### src/hdl/atpam_pkg.sv
// Constants and types for the amplifier-trim and pump-alarm register bank.
// Assumes a 32-bit AHB-Lite slave port with word-aligned registers.
package atpam_pkg;

   // Bus geometry
   localparam int          ADDR_W     = 12;
   localparam int          DATA_W     = 32;
   localparam int          REG_W      = 8;
   localparam logic [2:0]  HSIZE_WORD = 3'h2;
   localparam logic [1:0]  HRESP_OKAY = 2'h0;

   // Register indices; byte address is four times the index
   localparam int PS_CTRL_IDX   = 32'h40;
   localparam int TRIM_IDX      = 32'h42;
   localparam int LIVE_IDX      = 32'h43;
   localparam int IRQ_STS_IDX   = 32'h44;
   localparam int IRQ_MASK_IDX  = 32'h45;

   localparam logic [ADDR_W-1:0] PS_CTRL_ADDR  = ADDR_W'(PS_CTRL_IDX * 4);
   localparam logic [ADDR_W-1:0] TRIM_ADDR     = ADDR_W'(TRIM_IDX * 4);
   localparam logic [ADDR_W-1:0] LIVE_ADDR     = ADDR_W'(LIVE_IDX * 4);
   localparam logic [ADDR_W-1:0] IRQ_STS_ADDR  = ADDR_W'(IRQ_STS_IDX * 4);
   localparam logic [ADDR_W-1:0] IRQ_MASK_ADDR = ADDR_W'(IRQ_MASK_IDX * 4);

   // Reset values
   localparam logic [REG_W-1:0] TRIM_RST     = 8'h00;
   localparam logic [2:0]       PS_CTRL_RST  = 3'h0;
   localparam logic [4:0]       ALARM_RST    = 5'h1F;
   localparam logic [4:0]       IRQ_RST      = 5'h00;

   // Live status layout: flags in bits 6..2, fixed ones elsewhere
   localparam int              LIVE_LSB     = 2;
   localparam int              LIVE_MSB     = 6;
   localparam logic [REG_W-1:0] LIVE_FIXED  = 8'h83;
   // Power-save control layout; bit 3 is the read-only validity flag
   localparam int              PS_VALID_BIT = 3;
   localparam int              NUM_ALARM    = 5;

   // Pump comparator flags, active low, in register bit order 6..2
   typedef struct packed {
      logic high_pump_overvolt1_live_n;
      logic high_pump_overvolt2_live_n;
      logic high_pump_undervolt_live_n;
      logic low_pump_overvolt_live_n;
      logic low_pump_undervolt_live_n;
   } atpam_alarm_t;

   // Power-save controls, active low
   typedef struct packed {
      logic pump_power_save_n;
      logic pump_regulator_power_save_n;
      logic global_power_save_n;
   } atpam_ps_t;

   // Captured address phase
   typedef struct packed {
      logic [ADDR_W-1:0] addr;
      logic              write;
   } atpam_aphase_t;

   typedef enum logic [1:0] {
      BUS_IDLE,
      BUS_WRITE,
      BUS_READ_WAIT,
      BUS_READ_DONE
   } atpam_bus_state_t;

endpackage : atpam_pkg

### src/hdl/atpam_top.sv
// Amplifier trim register and live charge-pump alarm monitor, AHB-Lite slave.
// Assumes one clock; comparator flags arrive asynchronously from analogue.
`timescale 1ns/1ns
module atpam_top
   import atpam_pkg::*;
(
   // Clock and reset
   input  wire logic              CLK_SYS_I,
   input  wire logic              RST_N_I,
   // AHB-Lite slave
   input  wire logic              HSEL_I,
   input  wire logic [ADDR_W-1:0] HADDR_I,
   input  wire logic [1:0]        HTRANS_I,
   input  wire logic              HWRITE_I,
   input  wire logic [2:0]        HSIZE_I,
   input  wire logic [DATA_W-1:0] HWDATA_I,
   input  wire logic              HREADY_I,
   output logic                   HREADYOUT_O,
   output logic      [DATA_W-1:0] HRDATA_O,
   output logic      [1:0]        HRESP_O,
   // Analogue side
   input  wire atpam_alarm_t      PUMP_ALARM_LIVE_N_I,
   output logic      [REG_W-1:0]  CURRENT_AMP_TRIM_O,
   output atpam_ps_t              POWER_SAVE_N_O,
   output logic                   PUMP_ALARM_VALID_O,
   // Interrupt
   output logic                   IRQ_O
);

   // Bus state and captured address phase
   atpam_bus_state_t    state_reg;
   atpam_bus_state_t    state_next;
   atpam_aphase_t       aphase_reg;
   logic [DATA_W-1:0]   hrdata_reg;

   // Registers
   logic [REG_W-1:0]    trim_reg;
   atpam_ps_t           ps_reg;
   logic [4:0]          irq_sts_reg;
   logic [4:0]          irq_sts_next;
   logic [4:0]          irq_mask_reg;

   // Three-stage synchroniser and filtered flags
   logic [4:0]          sync1_reg;
   logic [4:0]          sync2_reg;
   logic [4:0]          sync3_reg;
   logic [4:0]          live_reg;
   wire  [4:0]          live_next;

   // Decode
   wire                 accept;
   wire                 wr_en;
   wire                 wr_trim;
   wire                 wr_ps;
   wire                 wr_sts;
   wire                 wr_mask;
   wire                 pump_valid;
   wire [4:0]           alarm_event;
   wire [REG_W-1:0]     live_word;
   wire [REG_W-1:0]     ps_word;
   wire [REG_W-1:0]     rd_mux;

   assign accept  = HSEL_I & HREADY_I & HTRANS_I[1];
   assign wr_en   = (state_reg == BUS_WRITE);
   assign wr_trim = wr_en & (aphase_reg.addr == TRIM_ADDR);
   assign wr_ps   = wr_en & (aphase_reg.addr == PS_CTRL_ADDR);
   assign wr_sts  = wr_en & (aphase_reg.addr == IRQ_STS_ADDR);
   assign wr_mask = wr_en & (aphase_reg.addr == IRQ_MASK_ADDR);

   // Flags mean nothing unless every power-save control is released
   assign pump_valid = &ps_reg;

   // Unlatched view with fixed ones around the five flags
   assign live_word = LIVE_FIXED | {1'b0, live_reg, 2'b00};
   assign ps_word   = {4'h0, pump_valid, ps_reg};

   // Unmapped addresses read as zero; the live register has no write path
   assign rd_mux =
      (aphase_reg.addr == TRIM_ADDR)     ? trim_reg :
      (aphase_reg.addr == LIVE_ADDR)     ? live_word :
      (aphase_reg.addr == PS_CTRL_ADDR)  ? ps_word :
      (aphase_reg.addr == IRQ_STS_ADDR)  ? {3'h0, irq_sts_reg} :
      (aphase_reg.addr == IRQ_MASK_ADDR) ? {3'h0, irq_mask_reg} :
      8'h00;

   // Bus sequencing: writes take no wait, reads take one
   always_comb begin
      state_next = state_reg;
      case (state_reg)
         BUS_IDLE, BUS_WRITE, BUS_READ_DONE: begin
            if (accept) begin
               state_next = HWRITE_I ? BUS_WRITE : BUS_READ_WAIT;
            end else begin
               state_next = BUS_IDLE;
            end
         end
         BUS_READ_WAIT: begin
            state_next = BUS_READ_DONE;
         end
         default: begin
            state_next = BUS_IDLE;
         end
      endcase
   end

   always_ff @(posedge CLK_SYS_I or negedge RST_N_I) begin
      if (!RST_N_I) begin
         state_reg  <= BUS_IDLE;
         aphase_reg <= '0;
         hrdata_reg <= '0;
      end else begin
         state_reg <= state_next;
         if (accept) begin
            aphase_reg <= '{addr: HADDR_I, write: HWRITE_I};
         end
         if (state_reg == BUS_READ_WAIT) begin
            hrdata_reg <= {{(DATA_W-REG_W){1'b0}}, rd_mux};
         end
      end
   end

   assign HREADYOUT_O = (state_reg != BUS_READ_WAIT);
   assign HRDATA_O    = hrdata_reg;
   assign HRESP_O     = HRESP_OKAY;

   // Software registers
   always_ff @(posedge CLK_SYS_I or negedge RST_N_I) begin
      if (!RST_N_I) begin
         trim_reg     <= TRIM_RST;
         ps_reg       <= PS_CTRL_RST;
         irq_mask_reg <= IRQ_RST;
      end else begin
         if (wr_trim) begin
            trim_reg <= HWDATA_I[REG_W-1:0];
         end
         if (wr_ps) begin
            ps_reg <= HWDATA_I[2:0];
         end
         if (wr_mask) begin
            irq_mask_reg <= HWDATA_I[4:0];
         end
      end
   end

   assign CURRENT_AMP_TRIM_O = trim_reg;
   assign POWER_SAVE_N_O     = ps_reg;
   assign PUMP_ALARM_VALID_O = pump_valid;

   // Comparator inputs cross in; a change counts once stages two and three agree
   generate
      for (genvar i = 0; i < NUM_ALARM; i++) begin : g_sync
         always_ff @(posedge CLK_SYS_I or negedge RST_N_I) begin
            if (!RST_N_I) begin
               sync1_reg[i] <= ALARM_RST[i];
               sync2_reg[i] <= ALARM_RST[i];
               sync3_reg[i] <= ALARM_RST[i];
            end else begin
               sync1_reg[i] <= PUMP_ALARM_LIVE_N_I[i];
               sync2_reg[i] <= sync1_reg[i];
               sync3_reg[i] <= sync2_reg[i];
            end
         end
         // Follows the comparator both ways; a flag holds only while stages two and three disagree
         assign live_next[i] = (sync2_reg[i] == sync3_reg[i]) ?
                               sync3_reg[i] : live_reg[i];
      end
   endgenerate

   always_ff @(posedge CLK_SYS_I or negedge RST_N_I) begin
      if (!RST_N_I) begin
         live_reg <= ALARM_RST;
      end else begin
         live_reg <= live_next;
      end
   end

   // A flag dropping to zero while valid is an event; raw glitches
   // during power-up are hidden because validity is still low
   assign alarm_event = live_reg & ~live_next & {NUM_ALARM{pump_valid}};

   // Write one to clear; a new event in the same cycle wins
   assign irq_sts_next = (irq_sts_reg & ~({NUM_ALARM{wr_sts}} & HWDATA_I[4:0]))
                         | alarm_event;

   always_ff @(posedge CLK_SYS_I or negedge RST_N_I) begin
      if (!RST_N_I) begin
         irq_sts_reg <= IRQ_RST;
      end else begin
         irq_sts_reg <= irq_sts_next;
      end
   end

   assign IRQ_O = |(irq_sts_reg & irq_mask_reg);
endmodule : atpam_top

### config.mk
export PLATFORM = sky130hd
export DESIGN_NAME = atpam_top
export DESIGN_NICKNAME = d
export VERILOG_FILES = /design/src/hdl/atpam_pkg.sv /design/src/hdl/atpam_top.sv
export SDC_FILE = /design/constraint.sdc
export NUM_CORES = 1
export LEC_CHECK = 0
export BUFFER_PORTS_ARGS = -buffer_cell sky130_fd_sc_hd__buf_2
export CORE_MARGIN = 2
export CORE_UTILIZATION = 49
export DETAILED_ROUTE_END_ITERATION = 8
export MAX_ROUTING_LAYER = met4
export PLACE_DENSITY_LB_ADDON = 0.15
export SETUP_SLACK_MARGIN = 0.2
export SYNTH_ARGS = -nofsm -noshare
export SYNTH_HDL_FRONTEND = slang
export SYNTH_SLANG_ARGS = --single-unit
### constraint.sdc
create_clock -name CLK_SYS_I -period 2.2 [get_ports CLK_SYS_I]
set_clock_uncertainty 0.05 [all_clocks]
set_input_delay 0.33 -clock CLK_SYS_I [delete_from_list [all_inputs] [get_ports CLK_SYS_I]]
set_output_delay 0.33 -clock CLK_SYS_I [all_outputs]
set_load 0.005 [all_outputs]
* Word level (Yosys, flattened, before mapping)
Index checks and enable logic that the tools add are counted.
** Word-level totals
- Bits in latches :: 0
- Output and inout port bits :: 48
- Bits in registers :: 63
- ROM bits :: 0
- Memories kept :: 0
- Memory bits (writable) :: 0
** Cells by class
- Eq/ne operators :: 14
- Bitwise logic cells :: 14
- Reductions and logical operators :: 4
- Mux-type cells :: 13
- Add/subtract/negate cells :: 0
- Multipliers :: 0
- Magnitude comparators :: 0
- Shift-type cells :: 0
- Div/mod/pow operators :: 0
** Operators with widths (number)
- 12-bit by 9-bit equality test with 1-bit output, second input constant :: 5
- 5-bit bitwise AND :: 5
- 8-bit two-way mux :: 2
- 5-bit two-way mux :: 3
- 5-bit inverter :: 2
- 1-bit bitwise AND :: 6
- 1-bit equality test :: 5
- 1-bit two-way mux :: 5
- 5-bit OR :: 1
- 5-bit OR reduction :: 1
- 2-bit equality test, second input constant :: 2
- 2-bit two-way mux :: 2
- 2-bit one-hot mux with 2 select lines :: 1
- 3-bit AND reduction :: 1
- 3-bit OR reduction :: 1
- 2-bit by 1-bit equality test with 1-bit output, second input constant :: 1
- 2-bit logical NOT :: 1
- 2-bit != test, second input constant :: 1

* Depth between registers and ports, before layout
- Depth in word-level cells :: 6
- Gate-level depth with buffers :: 6
- Mapped depth without buffers :: 4

* Least setup slack after synthesis
No wires, ideal clock.
- Path type :: flip-flop to flip-flop
- Start point :: register aphase_reg[8] (netlist name)
- End point :: register ps_reg (netlist bit POWER_SAVE_N_O[0])
- Setup slack :: 0.384 ns
- Path buffers :: 0
- Clock period less this slack :: 1.816 ns
- Stages on the path, launching flop included :: 5
- Arrival time :: 1.641 ns
- Setup time :: 0.125 ns
- Path through :: dfrtp_1 nor4b_4 nand3_4 or4_4 mux2_4
** Between the ends
- Longest elaborated chain between the ends :: 2
** RTL lines
- start: declaration :: line atpam_top.sv:33 : atpam_aphase_t aphase_reg;
- start signal: assignment :: line atpam_top.sv:114 : aphase_reg <= '{addr: HADDR_I, write: HWRITE_I};
- 12-bit by 9-bit equality test with 1-bit output :: line atpam_top.sv:66 : assign wr_ps = wr_en & (aphase_reg.addr == PS_CTRL_ADDR);
- 1-bit bitwise AND :: line atpam_top.sv:66
- end signal: assignment :: line atpam_top.sv:137 : ps_reg <= HWDATA_I[2:0];
- end: declaration :: line atpam_top.sv:38 : atpam_ps_t ps_reg;
Every way passes these cells.
A chain may end at the register's enable or synchronous reset.

* Worst setup path in the final report
- Start point :: register aphase_reg[8] (netlist name)
- End point :: register ps_reg (netlist bit POWER_SAVE_N_O[2])
The elaborated chain is that of the path after synthesis.

==> results.yml <==
status:
  status: "finished clean"
timing:
  period_needed_ps: 1943
  setup-violations-final: 0
  tightest_slew_ps: 622.0
  post-route-period-util_pct: 88.32
  rsz0062_at_grt: "false"
  maxSlewViolCount: 0
  fmax_mhz: 514.7
  hold_violations: 0
  max_slew_margin_pct: 58.41
  final.setup.tns_ps: 0
power_and_ir_drop:
  p_leak_nw: 1.557
  sw_frac_of_total_pct: 26.69
  pwr-share-clk_pct: 34.0
  switching_power_uw: 700.1
  p_per_area_mw_per_mm2: 804.6
  ir_drop_mv: 0.4307
  comb_power_share_pct: 13.6
  finalPower_mw: 2.623
  seq_power_share_pct: 52.3
  internal-power_mw: 1.923
place:
  placed_area_mm2: 0.003073
  gp_congestion: 0.8134
  dpl.hpwl_mm: 3.664
  portBuffers: 52
clocking:
  clkLatencyLatePin_ps: 330
  cts.path.max_buffers: 2
  tritoncts: "yes"
  post-cts-setup-buffers: 0
  cts_root_buf: "clkbuf_8"
  clkTransAtPathRegs_ps: 70
  cts_buffers: 9
  cts_sinks: 63
  htree_levels: 3
  ctsResizeCount: 0
global_routing:
  grt_usage_pct: 18.30
  grt_pass1_vias: 1653
  globalRouteOverflowTotal: 0
  grt_max_degree: 64
  antenna_found_initial: 0
  grt_pass1_wl_mm: 8.286
setup_path:
  r2r_start: "aphase_reg[8]"
  r2r-end: "POWER_SAVE_N_O[2]"
  start_kind: "flop"
  r2r_slack_ps: 260
  cp_max_fo: 9
  r2r_cells: 4
  critPathArrivalTime_ps: 2100
  crit_start: "aphase_reg[8]"
  setup.worst_path.class: "flop to flop"
  crit_path_end_kind: "flop"
  cp.required_ps: 2360
job:
  cap_violations: 0
layout:
  largest_reg_flops: 12
  n_antenna_cell: 0
  fin_area_mm2: 0.003261
  nFillCells: 482
  areaGrowthSynthToFinish_pct: 16.91
  final_nets: 340
  drive_above_1_share_pct: 43.71
die:
  ios: 107
  coreArea_mm2: 0.005507
  die-height_um: 79.45
  die_w_um: 79.45
  fp-row-count: 27
  start_util_pct: 50.65
  dieArea_mm2: 0.006312
logic_synthesis:
  ys_warn_count: 0
  synth-edff-count: 0
  syn-cell-area_mm2: 0.002789
  synth.distinct_cells: 44
  synth_seq_area_share_pct: 57.42
  syn_avg_cell_area_um2: 12.73
  synth-seq-cells: 63
  synthCells: 219
  async_flop_share_pct: 100.0
  synth-main-ff-cell: "dfrtp_1"
route:
  vias: 1831
  viasPerCell: 5.115
  antenna_left: 0
  drt_iter0_drc: 140
  drt_pass1_iterations: 5
  wire_per_inst_um: 14.41
  drc: 0
  wl_mm: 5.159
hold_path:
  min_from: "PUMP_ALARM_LIVE_N_I[4]"
  hp-class: "primary input to flop"
  min_to: "sync1_reg[4]"
  hold_depth: 1
## cell families after synthesis
kind of cell	Yosys count	share of synthesized area, %
and+or+nand+nor	48	10.50
buffers and inverters	36	8.345
AOI/OAI and AO/OA	34	8.659
other	1	0.1345
muxes	35	14.22
adders and majority gates	2	0.7178
DFF	63	57.42
## final cells by class
class,count,area (um2),area share [%]
clock buffer,13,160.2,4.912
clock inverter,3,17.52,0.5372
inverter,2,7.507,0.2302
multi-input combinational,145,1049,32.16
sequential,63,1602,49.12
tap,72,90.09,2.763
timing repair buffer,60,335.3,10.28
## power by group through the flow
stage	clock (mW)	sequential, mW	combinational [mW]
after floorplan	0	1.36	0.283
after global placement	0	1.39	0.353
after detailed placement	0	1.39	0.357
after CTS	0.919	1.37	0.359
after global routing	0.968	1.39	0.398
final	0.893	1.37	0.357
## critical path, cell delays in order, from the launching register on
cell,delay (ps)
dfrtp_1,410
nor4b_4,360
nand3_4,190
or4_4,500
mux2_4,310
## how the worst max path moves through the flow
| stage | to | cells past startpoint |
|---|---|---|
| after floorplan | POWER_SAVE_N_O[0] | 4 |
| after global placement | POWER_SAVE_N_O[2] | 4 |
| after global routing | POWER_SAVE_N_O[2] | 4 |
| final | POWER_SAVE_N_O[2] | 4 |
| after CTS | POWER_SAVE_N_O[2] | 4 |
| after detailed placement | POWER_SAVE_N_O[2] | 4 |
## per-layer routing
metal	routed length, um	share of wire, %	vias to the layer above	GRT usage [%]
met3	308	6.0	9	3.959
met1	2439	47	893	25.21
li1	-	-	858	-
met4	102	2.0	0	9.828
met5	0	0	-	-
met2	2308	45	71	25.38
## layout by cell type (no fill, tap or decap), drive strengths merged, types with 3 or more instances in the layout
cell type / n
a32o: 5
dfrtp: 43
nor3: 3
nand3: 5
mux2: 28
conb: 26
a21oi: 3
mux2i: 7
o21ai: 11
nand2: 14
clkbuf: 13
nor2: 12
nand2b: 3
dfstp: 20
buf: 59
## stage by stage
stage               hold slack [ps]  utilization, %  std cells  setup slack, ps
global route                  21.59           59.21        358            200.7
detailed placement            297.6           55.81        341            260.7
floorplan                    -15.59               -        244            383.8
CTS                           27.12           59.21        358            248.8
global placement              295.8           55.81        341            280.8
finish                        46.18           59.21        358            257.0
## cell usage after synthesis, types with 2 or more instances
library cell  count  area (um2)
dfrtp_1          43        1076
buf_4            26       195.2
mux2_2           25       281.5
dfstp_2          20       525.5
nand2_1          14       52.55
nor2_1           12       45.04
o21ai_0          11       55.05
mux2i_1           7       70.07
clkbuf_1          6       22.52
a32o_1            5       50.05
nand3_1           4       20.02
a21oi_1           3       15.01
mux2_4            3       45.04
nand2b_1          3       18.77
a31oi_1           2       12.51
buf_1             2       7.510
inv_1             2       7.510
maj3_1            2       20.02
o211ai_1          2       15.01
o2bb2ai_1         2       17.52
o31ai_1           2       15.01
## repair_timing
item | 4_1_cts | 5_1_grt
hold endpoints to repair | 43 | 0
hold buffers | 1 | 0
endpoints found under the setup margin | 0 | 3
Note: power is estimated with default switching activity, not from simulation.
